==> src/core/awc_pkg.sv <==
/*
 * Constants shared by the window comparator: the register bus geometry,
 * the register addresses on page zero, the field positions and reset values.
 * Assumes a byte-wide special-function-register bus and a 16-bit result word.
 */
package awc_pkg;

    // ------------------------------------------------------------------
    // Bus and data geometry
    // ------------------------------------------------------------------
    localparam int unsigned ADDR_W   = 8;
    localparam int unsigned BYTE_W   = 8;
    localparam int unsigned RESULT_W = 16;

    // ------------------------------------------------------------------
    // Register addresses (page zero)
    // ------------------------------------------------------------------
    localparam logic [ADDR_W-1:0] ADDR_GT_LO  = 8'hC3;
    localparam logic [ADDR_W-1:0] ADDR_GT_HI  = 8'hC4;
    localparam logic [ADDR_W-1:0] ADDR_LT_LO  = 8'hC5;
    localparam logic [ADDR_W-1:0] ADDR_LT_HI  = 8'hC6;
    localparam logic [ADDR_W-1:0] ADDR_CTRL   = 8'hE8;

    // ------------------------------------------------------------------
    // Fields and reset values
    // ------------------------------------------------------------------
    localparam int unsigned         FLAG_BIT    = 3;
    localparam logic [BYTE_W-1:0]   BYTE_RESET  = 8'h00;
    localparam logic [BYTE_W-1:0]   BYTE_ZERO   = 8'h00;

endpackage : awc_pkg

==> src/core/awc_window_cmp.sv <==
/*
 * Combinational window test of one result word against the two limits.
 * Assumes result and limits share the same justification, so a plain
 * unsigned compare of the full words is correct for either alignment.
 */
`timescale 1ns/1ps

module awc_window_cmp
    import awc_pkg::*;
(
    input  wire logic [awc_pkg::RESULT_W-1:0] result_word,
    input  wire logic [awc_pkg::RESULT_W-1:0] greater_limit,
    input  wire logic [awc_pkg::RESULT_W-1:0] less_limit,
    output logic                              hit
);

    // ------------------------------------------------------------------
    // Window decision
    // ------------------------------------------------------------------

    // limits select mode
    // Mode comes only from which limit is larger; equal limits act as outside
    always_comb
    begin
        if (less_limit > greater_limit)
        begin
            hit = (result_word > greater_limit) && (result_word < less_limit);
        end
        else
        begin
            // strict outside test
            // Outside the span of the two limits: below the lower one or above the upper one
            hit = (result_word < less_limit) || (result_word > greater_limit);
        end
    end

endmodule : awc_window_cmp

==> src/core/awc_window_top.sv <==
/*
 * Window comparator attached to the converter result word, with its limit
 * registers and control flag on the byte-wide register bus of page zero.
 * Assumes result_valid is a one-cycle pulse from converter logic on clk,
 * and that the bus issues at most one read or write per cycle.
 */
`timescale 1ns/1ps

// Summary of operation
// - Every completed result is checked against the limits by hardware alone.
// - Window flag sits in the control register, always readable, polled or interrupting.
// - Greater-than and less-than limits are writable high/low byte pairs.
// - Inside or outside mode follows only from the relative limit values.
// - Less-than above greater-than: flag when result strictly between them.
// - Otherwise flag when result below less-than or above greater-than.
// - Result compared unsigned; limits use the same justification as result.
// - Less-than high byte: read/write at 0xC6, resets to zero.
// - Less-than low byte: read/write at 0xC5, resets to zero.
module awc_window_top
    import awc_pkg::*;
(
    input  wire logic                         clk,
    input  wire logic                         rst_n,
    input  wire logic [awc_pkg::ADDR_W-1:0]   sfr_addr,
    input  wire logic [awc_pkg::BYTE_W-1:0]   sfr_wdata,
    input  wire logic                         sfr_we,
    input  wire logic                         sfr_re,
    output logic      [awc_pkg::BYTE_W-1:0]   sfr_rdata,
    input  wire logic [awc_pkg::RESULT_W-1:0] result_word,
    input  wire logic                         result_valid,
    output logic                              window_match_flag
);

    // ------------------------------------------------------------------
    // Register state
    // ------------------------------------------------------------------
    logic [BYTE_W-1:0]   gt_hi_r;
    logic [BYTE_W-1:0]   gt_hi_nxt;
    logic [BYTE_W-1:0]   gt_lo_r;
    logic [BYTE_W-1:0]   gt_lo_nxt;
    logic [BYTE_W-1:0]   lt_hi_r;
    logic [BYTE_W-1:0]   lt_hi_nxt;
    logic [BYTE_W-1:0]   lt_lo_r;
    logic [BYTE_W-1:0]   lt_lo_nxt;
    logic                flag_r;
    logic                flag_nxt;
    logic [BYTE_W-1:0]   rdata_r;
    logic [BYTE_W-1:0]   rdata_nxt;
    logic [RESULT_W-1:0] greater_limit;
    logic [RESULT_W-1:0] less_limit;
    logic                hit;
    logic                ctrl_wr;

    assign greater_limit = {gt_hi_r, gt_lo_r};
    assign less_limit    = {lt_hi_r, lt_lo_r};
    assign ctrl_wr       = sfr_we && (sfr_addr == ADDR_CTRL);

    // ------------------------------------------------------------------
    // Comparator
    // ------------------------------------------------------------------

    // full-word unsigned compare
    // Both sides carry the same justification, so no realignment is needed
    awc_window_cmp u_cmp
    (
        .result_word   (result_word),
        .greater_limit (greater_limit),
        .less_limit    (less_limit),
        .hit           (hit)
    );

    // ------------------------------------------------------------------
    // Register writes and flag
    // ------------------------------------------------------------------

    // Next values for the limit bytes and the sticky flag
    always_comb
    begin
        gt_hi_nxt = gt_hi_r;
        gt_lo_nxt = gt_lo_r;
        lt_hi_nxt = lt_hi_r;
        lt_lo_nxt = lt_lo_r;
        flag_nxt  = flag_r;
        if (sfr_we)
        begin
            unique case (sfr_addr)
                ADDR_GT_HI: gt_hi_nxt = sfr_wdata;
                ADDR_GT_LO: gt_lo_nxt = sfr_wdata;
                ADDR_LT_HI: lt_hi_nxt = sfr_wdata;
                ADDR_LT_LO: lt_lo_nxt = sfr_wdata;
                ADDR_CTRL:  flag_nxt  = flag_r & sfr_wdata[FLAG_BIT];
                default:    flag_nxt  = flag_r;
            endcase
        end
        // hardware sets flag
        // Set is applied last so a match in the clearing cycle is not lost
        if (result_valid && hit)
        begin
            flag_nxt = 1'b1;
        end
    end

    // Register stage; all bytes reset to zero
    always_ff @(posedge clk or negedge rst_n)
    begin
        if (!rst_n)
        begin
            gt_hi_r <= BYTE_RESET;
            gt_lo_r <= BYTE_RESET;
            lt_hi_r <= BYTE_RESET;
            lt_lo_r <= BYTE_RESET;
            flag_r  <= 1'b0;
        end
        else
        begin
            gt_hi_r <= gt_hi_nxt;
            gt_lo_r <= gt_lo_nxt;
            lt_hi_r <= lt_hi_nxt;
            lt_lo_r <= lt_lo_nxt;
            flag_r  <= flag_nxt;
        end
    end

    // ------------------------------------------------------------------
    // Read path
    // ------------------------------------------------------------------

    // Read data; held between reads, unmapped addresses read zero
    always_comb
    begin
        rdata_nxt = rdata_r;
        if (sfr_re)
        begin
            unique case (sfr_addr)
                ADDR_GT_HI: rdata_nxt = gt_hi_r;
                ADDR_GT_LO: rdata_nxt = gt_lo_r;
                ADDR_LT_HI: rdata_nxt = lt_hi_r;
                ADDR_LT_LO: rdata_nxt = lt_lo_r;
                ADDR_CTRL:  rdata_nxt = BYTE_ZERO | (BYTE_W'(flag_r) << FLAG_BIT);
                default:    rdata_nxt = BYTE_ZERO;
            endcase
        end
    end

    // Read data and flag output both leave from flip-flops
    always_ff @(posedge clk or negedge rst_n)
    begin
        if (!rst_n)
        begin
            rdata_r <= BYTE_ZERO;
        end
        else
        begin
            rdata_r <= rdata_nxt;
        end
    end

    assign sfr_rdata         = rdata_r;
    assign window_match_flag = flag_r;   // Interrupt or poll source
endmodule : awc_window_top

==> config.mk <==
export PLATFORM = sky130hd
export DESIGN_NAME = awc_window_top
export DESIGN_NICKNAME = d
export VERILOG_FILES = /design/src/core/awc_pkg.sv /design/src/core/awc_window_cmp.sv /design/src/core/awc_window_top.sv
export SDC_FILE = /design/constraint.sdc
export NUM_CORES = 1
export LEC_CHECK = 0
export BUFFER_PORTS_ARGS = -buffer_cell sky130_fd_sc_hd__buf_4
export CORE_UTILIZATION = 52
export CTS_CLUSTER_DIAMETER = 100
export DETAILED_ROUTE_END_ITERATION = 10
export GPL_TIMING_DRIVEN = 1
export PLACE_DENSITY = 0.86
export SYNTH_ARGS = -nofsm -noshare
export SYNTH_HDL_FRONTEND = slang
export SYNTH_SLANG_ARGS = --single-unit
export TNS_END_PERCENT = 20
==> constraint.sdc <==
create_clock -name clk -period 1.99 [get_ports clk]
set_input_delay 0 -clock clk [delete_from_list [all_inputs] [get_ports clk]]
set_output_delay 0 -clock clk [all_outputs]
set_load 0.01 [all_outputs]
==> flow_metrics.env, run 1 <==
export IMPL_hold_violations=0
export IMPL_tightest_slew_ns=0.524
export IMPL_pin_count=46
export IMPL_failed_checks="setup timing"
export IMPL_finClkSkew_ns=0.00411
export IMPL_hold_start="result_valid"
export IMPL_place_gp_congestion=0.923
export IMPL_die_h_um=76.6
export IMPL_synth_edf_count=0
export IMPL_ys_types=39
export IMPL_synthFlopType="dfrtp_1"
export IMPL_fmax_mhz=502
export IMPL_dieArea_um2=5870
export IMPL_synth_top_cell_area_share_pct=35.5
export IMPL_finalCritPeriodShare_pct=100
export IMPL_n_fill_cell=398
export IMPL_clkLatencyLatePin_ns=0.29
export IMPL_cp_required_ns=2.20
export IMPL_drive_above_1_share_pct=33.6
export IMPL_groute_usage_overall_pct=25.8
export IMPL_multi_input_area_um2=1830
export IMPL_avgRoutedWirePerCell_um=18.4
export IMPL_hp_class="in2reg"
export IMPL_synthesis_area_um2=2890
export IMPL_die_w_um=76.6
export IMPL_ir_drop_mv=0.451
export IMPL_syn2layout_area_growth_pct=27.9
export IMPL_cts_root_buf="clkbuf_8"
export IMPL_layout_commonest_cell="buf_4"
export IMPL_synth_area_per_cell_um2=10.3
export IMPL_routed_wl_mm=7.81
export IMPL_syn_nets=365
export IMPL_ys_ff_latch=41
export IMPL_drt_iter0_drc=163
export IMPL_r2r_start="lt_hi_r[2]"
export IMPL_p_leak_uw=0.00172
export IMPL_synth_cells=281
export IMPL_clock_sinks=41
export IMPL_ant_nets=0
export IMPL_setup_ws_ns=-0.00115
export IMPL_globalRoute_totalOverflow=0
export IMPL_setup_viol=1
export IMPL_ys_warn_count=0
export IMPL_rsz0062_at_grt="yes"
export IMPL_path_cells="inv_1 > ha_4 > nand4_1 > nor2_1 > a22o_1 > a2111oi_2 > buf_4 > nor3_1 > o211ai_1"
export IMPL_dr_pass1_iters=4
export IMPL_rows=26
export IMPL_diodes=0
export IMPL_cp_end_kind="flop"
export IMPL_critical_path_top_delay_family="compound AO/OA/AOI/OAI gates"
export IMPL_synth_largest_area_cell="dfrtp_1"
export IMPL_vias=2517
export IMPL_placedCellCount=401
export IMPL_fin_crit_ns=1.99
export IMPL_routed_via_density=5.94
export IMPL_start_kind="flop"
export IMPL_grt_max_degree=42
export IMPL_layout_nets=438
export IMPL_cp_buffers_inverters=2
export IMPL_grt_pass1_vias=2611
export IMPL_clk_pin_slew_ns=0.08
export IMPL_seqCellArea_um2=1030
export IMPL_crit_type="reg2reg"
export IMPL_cts_buffers=5
export IMPL_slew_viol_final=0
export IMPL_start_util_pct=55.3
export IMPL_grt_antenna_before_repair=0
export IMPL_cts_buffer_depth=2
export IMPL_dp_hpwl_mm=5.73
export IMPL_ys_seq_area_share_pct=35.5
export IMPL_core_area_um2=5240
export IMPL_worstPathMaxFanout=4
export IMPL_powerDensity_nw_per_um2=538
export IMPL_status="finished with violations"
export IMPL_port_buffers=45
export IMPL_remaining_drc_errors=0
export IMPL_postSynth_asyncResetShare_pct=100
export IMPL_synth_area_top_cells="dfrtp_1, ha_1, mux2_2"
export IMPL_mostFrequentLayoutCells="buf_4, dfrtp_1, ha_1"
export IMPL_relSlewSlack_pct=65.1
export IMPL_max_stage_delay_ns=0.42
export IMPL_cpMaxStageDelayCell="dfrtp_1"
export IMPL_utilization_pct=70.7
export IMPL_cp_arrival_ns=2.20
export IMPL_finalNonFillerCells=424
export IMPL_ctsHtreeMaxLevel=2
export IMPL_grt_pass1_wl_mm=11.9
export IMPL_setup_worst_path_start="lt_hi_r[2]"
export IMPL_max_cap_violations=0
export IMPL_cts_tree="yes"
==> where the power goes <==
part	leakage, µW	total, µW	switching, µW	internal (µW)
registers	0.000550	910	34.9	875
clock network	0.0000443	553	278	275
logic	0.00113	530	267	263
total	0.00172	1990	580	1410
==> cell usage after synthesis, drive strengths merged (3+ instances only) <==
library cell / number
ha: 47
o211ai: 4
o21ai: 8
nor3: 4
a31oi: 8
a22oi: 15
nand4: 10
a21oi: 18
nand2: 17
mux2: 28
dfrtp: 41
nor2: 13
nand3: 6
buf: 3
inv: 35
==> layer usage <==
metal	routed length, µm	vias to the layer above	track usage [%]
li1	-	1195	-
met1	3010	1225	29.6
met2	4210	81	47.2
met3	394	16	4.31
met4	196	0	10.4
met5	0	-	0
==> cells by family (layout without fill, tap and decap cells) <==
| family | Yosys count | in the layout | synth area share [%] |
|---|---|---|---|
| buffers and inverters | 39 | 112 | 5.14 |
| adders and majority gates | 47 | 47 | 20.3 |
| and+or+nand+nor | 59 | 59 | 12.7 |
| AOI/OAI and AO/OA | 67 | 67 | 15.5 |
| DFF | 41 | 41 | 35.5 |
| muxes | 28 | 28 | 10.9 |
==> through the flow <==
step	setup TNS, ns	setup slack [ns]	total power [µW]	hold WS (ns)	cell area (µm²)
6_report	-0.00115	-0.00115	1990	0.0142	3700
5_1_grt	-0.117	-0.117	2080	0.0334	3700
4_1_cts	0	0.0173	1940	0.0125	3540
3_5_place_dp	-0.00503	-0.00503	1390	0.00931	3370
3_3_place_gp	0	0.0561	1360	0.000819	3370
2_1_floorplan	0	0.126	1190	-0.296	2890
==> worst min-delay path: stages <==
cell	delay (ns)
buf_4	0.09
o211ai_1	0.08
o211ai_1	0.10
==> worst paths after layout <==
check	slack, ns	cells past startpoint	to
setup / recovery	-0.001	9	window_match_flag
hold / removal	0.01	3	window_match_flag
setup reg to reg	-0.001	9	window_match_flag
hold reg to reg	0.53	2	gt_lo_r[3]
max in group asynchronous	1.40	2	sfr_rdata[0]
min in group asynchronous	0.22	2	sfr_rdata[2]
==> final cells by class <==
class	instances	share of cell area, %
Timing Repair Buffer	70	14.7
Sequential cell	41	27.7
Multi-Input combinational cell	201	49.3
Inverter	35	3.55
Clock buffer	7	2.33
Tap cell	70	2.37
==> state kept, by name (all words and copies together), names as in the netlist <==
register           flops
gt_hi_r                8
gt_lo_r                8
lt_hi_r                8
lt_lo_r                8
sfr_rdata              8
window_match_flag      1
==> timing repair <==
action                                  CTS  global route
setup buffers                             0             8
endpoints found under the hold margin    68             0
hold buffers                              8             0
endpoints found under the setup margin    1             1
gates resized for setup                   1            14
pin swaps                                 0             6
Note: power is estimated with default switching activity, not from simulation.
==> run 2: changes to the inputs <==
--- a/config.mk
+++ b/config.mk
@@ -5,6 +5,7 @@
 export SDC_FILE = /design/constraint.sdc
 export NUM_CORES = 1
 export LEC_CHECK = 0
+export ABC_AREA = 1
 export BUFFER_PORTS_ARGS = -buffer_cell sky130_fd_sc_hd__buf_4
 export CORE_UTILIZATION = 52
 export CTS_CLUSTER_DIAMETER = 100
==> run 2 against run 1 <==
  * The run now ends clean
  * Worst hold slack got worse by 0.0011 ns
  * First-iteration DRC count rose by 24%
  * Global-route usage increased by 0.77 points
  * Design area about the same
  * Count of clock-buffer cells in the layout is the same
  * Critical path depth did not move
  * Utilization decreased by 5.1 points
  * Fmax rose by 15%
==> flow_metrics.env, run 2 <==
export IMPL_status="finished, final reports clean"
export IMPL_core_area_um2=5640
export IMPL_fmax_mhz=579
export IMPL_cp_required_ns=2.18
export IMPL_synth_compound_area_share_pct=15.2
export IMPL_ir_drop_mv=0.366
export IMPL_cts_buffer_depth=2
export IMPL_yosys_top_cells_count="nand2_1, inv_1, ha_1, dfrtp_1, a21oi_1"
export IMPL_ant_nets=0
export IMPL_setup_viol=0
export IMPL_tightest_slew_ns=0.526
export IMPL_groute_usage_overall_pct=26.6
export IMPL_drive_above_1_share_pct=18.1
export IMPL_die_w_um=79.4
export IMPL_setup_ws_ns=0.262
export IMPL_synth_area_per_cell_um2=7.74
export IMPL_synth_area_top_cells="dfrtp_1, ha_1, nand2_1"
export IMPL_postSynth_asyncResetShare_pct=100
export IMPL_synthFlopType="dfrtp_1"
export IMPL_hp_class="in2reg"
export IMPL_cp_arrival_ns=1.91
export IMPL_synth_xor_area_share_pct=0
export IMPL_n_fill_cell=463
export IMPL_fin_area_um2=3700
export IMPL_synth_top_cell_area_share_pct=33.0
export IMPL_synth_simple_area_share_pct=23.4
export IMPL_remaining_drc_errors=0
export IMPL_r2r_start="lt_hi_r[5]"
export IMPL_dieArea_um2=6300
export IMPL_start_kind="flop"
export IMPL_grt_max_degree=42
export IMPL_grt_busiest_layer="met2"
export IMPL_setup_worst_path_start="lt_hi_r[5]"
export IMPL_layout_nets=542
export IMPL_clk_pin_slew_ns=0.08
export IMPL_use_met1_pct=33.8
export IMPL_dr_pass1_iters=7
export IMPL_synth_top_family_by_area="simple AND/OR/NAND/NOR gates"
export IMPL_die_h_um=79.4
export IMPL_ctsHtreeMaxLevel=2
export IMPL_cts_setup_buffers=0
export IMPL_ys_seq_area_share_pct=33.0
export IMPL_globalRoute_totalOverflow=0
export IMPL_synth_edf_count=0
export IMPL_place_ws_ns=0.307
export IMPL_reg2regPathDepth=9
export IMPL_cp_end_kind="flop"
export IMPL_p_leak_uw=0.00192
export IMPL_yosysMostFrequentCell="nand2_1"
export IMPL_synth_adder_area_share_pct=18.9
export IMPL_cts_root_buf="clkbuf_8"
export IMPL_post_dp_cell_area_um2=3490
export IMPL_routed_via_density=5.52
export IMPL_fin_tns_setup_ns=0
export IMPL_ys_ff_latch=41
export IMPL_syn2layout_area_growth_pct=18.9
export IMPL_dp_hpwl_mm=6.22
export IMPL_cts_tree="yes"
export IMPL_diodes=0
export IMPL_muxShareOfSynthArea_pct=0
export IMPL_hold_start="sfr_re"
export IMPL_drt_iter0_drc=202
export IMPL_avgRoutedWirePerCell_um=15.0
export IMPL_hold_violations=0
export IMPL_vias=2930
export IMPL_relSlewSlack_pct=64.9
export IMPL_hold_path_depth=3
export IMPL_layout_commonest_cell="nand2_1"
export IMPL_hold_buffers=9
export IMPL_grt_pass1_wl_mm=12.6
export IMPL_synth_largest_area_cell="dfrtp_1"
export IMPL_ys_types=32
export IMPL_place_gp_congestion=0.921
export IMPL_use_met3_pct=3.91
export IMPL_clock_sinks=41
export IMPL_rsz0062_at_grt="no"
export IMPL_ctsResizeCount=0
export IMPL_ys_warn_count=0
export IMPL_grt_antenna_before_repair=0
export IMPL_synthesis_area_um2=3110
export IMPL_fin_crit_ns=1.73
export IMPL_syn_nets=486
export IMPL_slew_viol_final=0
export IMPL_crit_type="reg2reg"
export IMPL_start_util_pct=55.2
export IMPL_finalCritPeriodShare_pct=86.8
export IMPL_max_cap_violations=0
export IMPL_cts_buffers=5
export IMPL_routed_wl_mm=7.95
export IMPL_synth_cells=402
export IMPL_powerDensity_nw_per_um2=559
export IMPL_worstPathMaxFanout=3
export IMPL_use_met2_pct=44.6
export IMPL_grt_pass1_vias=2717
export IMPL_clkLatencyLatePin_ns=0.29
export IMPL_rows=27
export IMPL_port_buffers=45
export IMPL_finClkSkew_ns=0.00869
export IMPL_mostFrequentLayoutCells="nand2_1, inv_1, ha_1"
export IMPL_pin_count=46
[run 2: changes by cell type after synthesis, moves of 12 or more]
cell     change
inv_1       +28
mux2_2      -27
nand2_1    +108
a22oi_1     -15
o21ai_2     +14
o21ai_1     +12
[run 2: kinds of logic (layout without fill, tap and decap cells)]
logic type,count (synthesis),count (layout)
AO/OA/AOI/OAI,77,77
adder cells (fa/ha/maj),47,47
buffers and inverters,72,129
flip-flops,41,41
AND/OR/NAND/NOR,165,165
[run 2: per-layer routing]
layer	part of all wire, %	vias to the layer above
li1	-	1421
met1	42	1357
met2	47	129
met3	7.0	23
met4	3.6	0
met5	0	-
[run 2: report_power, final]
group | leakage [µW] | switching (µW) | internal (µW)
clock network | 0.0000585 | 291 | 409
logic | 0.00134 | 268 | 198
registers | 0.000525 | 32.8 | 871
total | 0.00192 | 592 | 1480
[run 2: worst paths after layout]
kind	slack, ns	end
min in group asynchronous	0.24	sfr_rdata[5]
max in group asynchronous	1.39	lt_hi_r[2]
max reg2reg	0.26	window_match_flag
min reg2reg	0.49	sfr_rdata[4]
min	0.01	sfr_rdata[4]
max	0.26	window_match_flag
[run 2: final cells by class]
class                   count  area, µm²  share of cell area [%]
well taps                  72       90.1                    2.43
clock buffers               7       86.3                    2.33
flip-flops and latches     41       1030                    27.7
multi-input cells         289       1790                    48.3
inverters                  67        253                    6.83
clock inverters             1       30.0                   0.811
repair buffers             54        428                    11.6
[run 2: metrics by stage]
| step | cells | utilization, % | power (µW) | hold WS, ns |
|---|---|---|---|---|
| 2_1_floorplan | 402 | - | 1180 | -0.296 |
| 3_3_place_gp | 514 | 61.9 | 1340 | 0.00963 |
| 4_1_cts | 531 | 65.6 | 2070 | 0.00236 |
| 5_1_grt | 531 | 65.6 | 2180 | 0.00834 |
| 6_report | 531 | 65.6 | 2070 | 0.0131 |
| 3_5_place_dp | 514 | 61.9 | 1360 | 0.0176 |
[run 2: critical path, stage by stage (launching register included)]
cell and delay [ns]:
dfrtp_1 0.40, inv_1 0.09, ha_1 0.29, nand2_1 0.07, nor4_1 0.39, a21oi_1 0.12, nand2_1 0.08, nand2_1 0.05
nand2_1 0.07, nand2_1 0.05
==> run 3: changes to the inputs <==
--- a/config.mk
+++ b/config.mk
@@ -7,11 +7,13 @@
 export LEC_CHECK = 0
 export ABC_AREA = 1
 export BUFFER_PORTS_ARGS = -buffer_cell sky130_fd_sc_hd__buf_4
-export CORE_UTILIZATION = 52
+export CORE_UTILIZATION = 54
+export CTS_BUF_LIST = sky130_fd_sc_hd__clkbuf_4 sky130_fd_sc_hd__clkbuf_8
 export CTS_CLUSTER_DIAMETER = 100
 export DETAILED_ROUTE_END_ITERATION = 10
 export GPL_TIMING_DRIVEN = 1
-export PLACE_DENSITY = 0.86
+export MAX_ROUTING_LAYER = met4
+export PLACE_DENSITY = 0.88
 export SYNTH_ARGS = -nofsm -noshare
 export SYNTH_HDL_FRONTEND = slang
 export SYNTH_SLANG_ARGS = --single-unit
==> constraint.sdc (replaced) <==
create_clock -name clk -period 1.99 [get_ports clk]
set_input_delay 0.398 -clock clk [delete_from_list [all_inputs] [get_ports clk]]
set_output_delay 0.398 -clock clk [all_outputs]
set_load 0.01 [all_outputs]
==> run 3 against run 2 <==
  * Clock skew down 0.0020 ns
  * Register-to-register slack better by 0.04 ns
  * Critical path depth unchanged
  * Count of clock-buffer cells in the layout unchanged
  * Combinational power is 4% lower
  * Sequential share of layout area grew 0.66 points
  * Setup slack gained 0.036 ns
  * First-iteration DRC count grew 5.4%
  * Utilization fell by 0.36 points
  * Non-clock buffer count fell by 9
  * Largest power group unchanged
  * Highest routed layer unchanged
==> flow_metrics.env, run 3 (synthesized netlist as in run 2, its figures left out) <==
export IMPL_globalRoute_totalOverflow=0
export IMPL_hold_buffers=0
export IMPL_clkLatencyLatePin_ns=0.30
export IMPL_fin_crit_ns=1.69
export IMPL_timing_rr_end="window_match_flag"
export IMPL_cts_tree="yes"
export IMPL_pin_count=46
export IMPL_grt_antenna_before_repair=0
export IMPL_hp_class="in2async"
export IMPL_cts_setup_buffers=0
export IMPL_ant_nets=0
export IMPL_max_cap_violations=0
export IMPL_cts_root_buf="clkbuf_8"
export IMPL_place_gp_congestion=0.917
export IMPL_clk_pin_slew_ns=0.08
export IMPL_drt_iter0_drc=213
export IMPL_status="finished, final reports clean"
export IMPL_reg2regPathDepth=9
export IMPL_post_dp_cell_area_um2=3490
export IMPL_cp_required_ns=2.18
export IMPL_grt_max_degree=42
export IMPL_fin_area_um2=3610
export IMPL_start_kind="flop"
export IMPL_regToRegSetupSlack_ns=0.30
export IMPL_tightest_slew_ns=0.522
export IMPL_ctsResizeCount=0
export IMPL_placedCellCount=514
export IMPL_drive_above_1_share_pct=18.7
export IMPL_worstPathMaxFanout=4
export IMPL_cp_end_kind="flop"
export IMPL_syn2layout_area_growth_pct=16.2
export IMPL_dr_pass1_iters=5
export IMPL_groute_usage_overall_pct=28.3
export IMPL_hold_violations=0
export IMPL_layout_nets=533
export IMPL_setup_viol=0
export IMPL_diodes=0
export IMPL_powerDensity_nw_per_um2=572
export IMPL_port_buffers=45
export IMPL_finalNonFillerCells=522
export IMPL_mostFrequentLayoutCells="nand2_1, inv_1, ha_1"
export IMPL_fmax_mhz=591
export IMPL_ctsHtreeMaxLevel=2
export IMPL_layout_commonest_cell="nand2_1"
export IMPL_finClkSkew_ns=0.00673
export IMPL_n_fill_cell=466
export IMPL_slew_viol_final=0
export IMPL_start_util_pct=56.2
export IMPL_crit_type="reg2reg"
export IMPL_cts_buffer_depth=2
export IMPL_die_w_um=77.9
export IMPL_dieArea_um2=6070
export IMPL_die_h_um=77.9
export IMPL_vias=2896
export IMPL_cts_buffers=5
export IMPL_clock_sinks=41
export IMPL_dp_hpwl_mm=6.18
export IMPL_p_leak_uw=0.00189
export IMPL_routed_via_density=5.55
export IMPL_relSlewSlack_pct=65.2
export IMPL_cp_arrival_ns=1.88
export IMPL_fin_tns_setup_ns=0
export IMPL_r2r_start="lt_hi_r[7]"
export IMPL_ir_drop_mv=0.380
export IMPL_grt_pass1_wl_mm=12.8
export IMPL_remaining_drc_errors=0
export IMPL_routed_wl_mm=7.69
export IMPL_rsz0062_at_grt="no"
export IMPL_core_area_um2=5540
export IMPL_avgRoutedWirePerCell_um=14.7
export IMPL_grt_pass1_vias=2898
export IMPL_rows=27
export IMPL_finalCritPeriodShare_pct=85.0
## run 3: cell types whose count changed in the layout (fill, tap and decap cells not counted)
cell,previous run,this run
clkbuf_4,0,1
dlygate4sd3_1,9,0
clkbuf_1,1,0
## run 3: area by class of cell
| type | instances | area, µm² | area share [%] |
|---|---|---|---|
| multi-input cells | 289 | 1790 | 49.5 |
| clock inverters | 1 | 30.0 | 0.831 |
| flip-flops and latches | 41 | 1030 | 28.4 |
| inverters | 67 | 253 | 6.99 |
| clock buffers | 7 | 90.1 | 2.49 |
| repair buffers | 45 | 338 | 9.35 |
| well taps | 72 | 90.1 | 2.49 |
## run 3: critical path: stages (launching register included)
cell and delay (ns):
dfrtp_1 0.42, inv_1 0.06, ha_1 0.29, nand2_1 0.09, nor4_1 0.37, a21oi_1 0.12, nand2_1 0.08, nand2_1 0.04
nand2_1 0.06, nand2_1 0.05
## run 3: layer usage
metal / track usage [%] / wire (µm) / vias up
met3: 4.71 / 434 / 28
met2: 46.3 / 3730 / 134
met5: - / 0 / -
met4: 14.4 / 318 / 0
li1: - / - / 1401
met1: 33.8 / 3210 / 1333
## run 3: stage by stage
step / power (µW) / hold slack, ns / utilization (%) / worst slack, ns
5_1_grt: 2190 / 0.0906 / 65.2 / 0.106
4_1_cts: 2060 / 0.0829 / 65.2 / 0.301
2_1_floorplan: 1180 / 0.102 / - / 0.500
3_3_place_gp: 1330 / 0.401 / 63.1 / 0.291
6_report: 2070 / 0.0621 / 65.2 / 0.298
3_5_place_dp: 1360 / 0.405 / 63.1 / 0.251
## run 3: where the power goes
group	internal (µW)	total (µW)	switching, µW
clock	423	715	293
sequential	871	904	33.0
combinational	186	448	262
total	1480	2070	588
## run 3: worst max path at each step
stage                    start                end  slack [ns]  cells after the start
5_1_grt             gt_lo_r[1]  window_match_flag        0.11                     11
4_1_cts             lt_hi_r[7]  window_match_flag        0.30                      9
3_5_place_dp   result_word[15]  window_match_flag        0.25                      9
6_report            lt_hi_r[7]  window_match_flag        0.30                      9
2_1_floorplan       lt_hi_r[7]  window_match_flag        0.50                      9
3_3_place_gp   result_word[15]  window_match_flag        0.29                      9
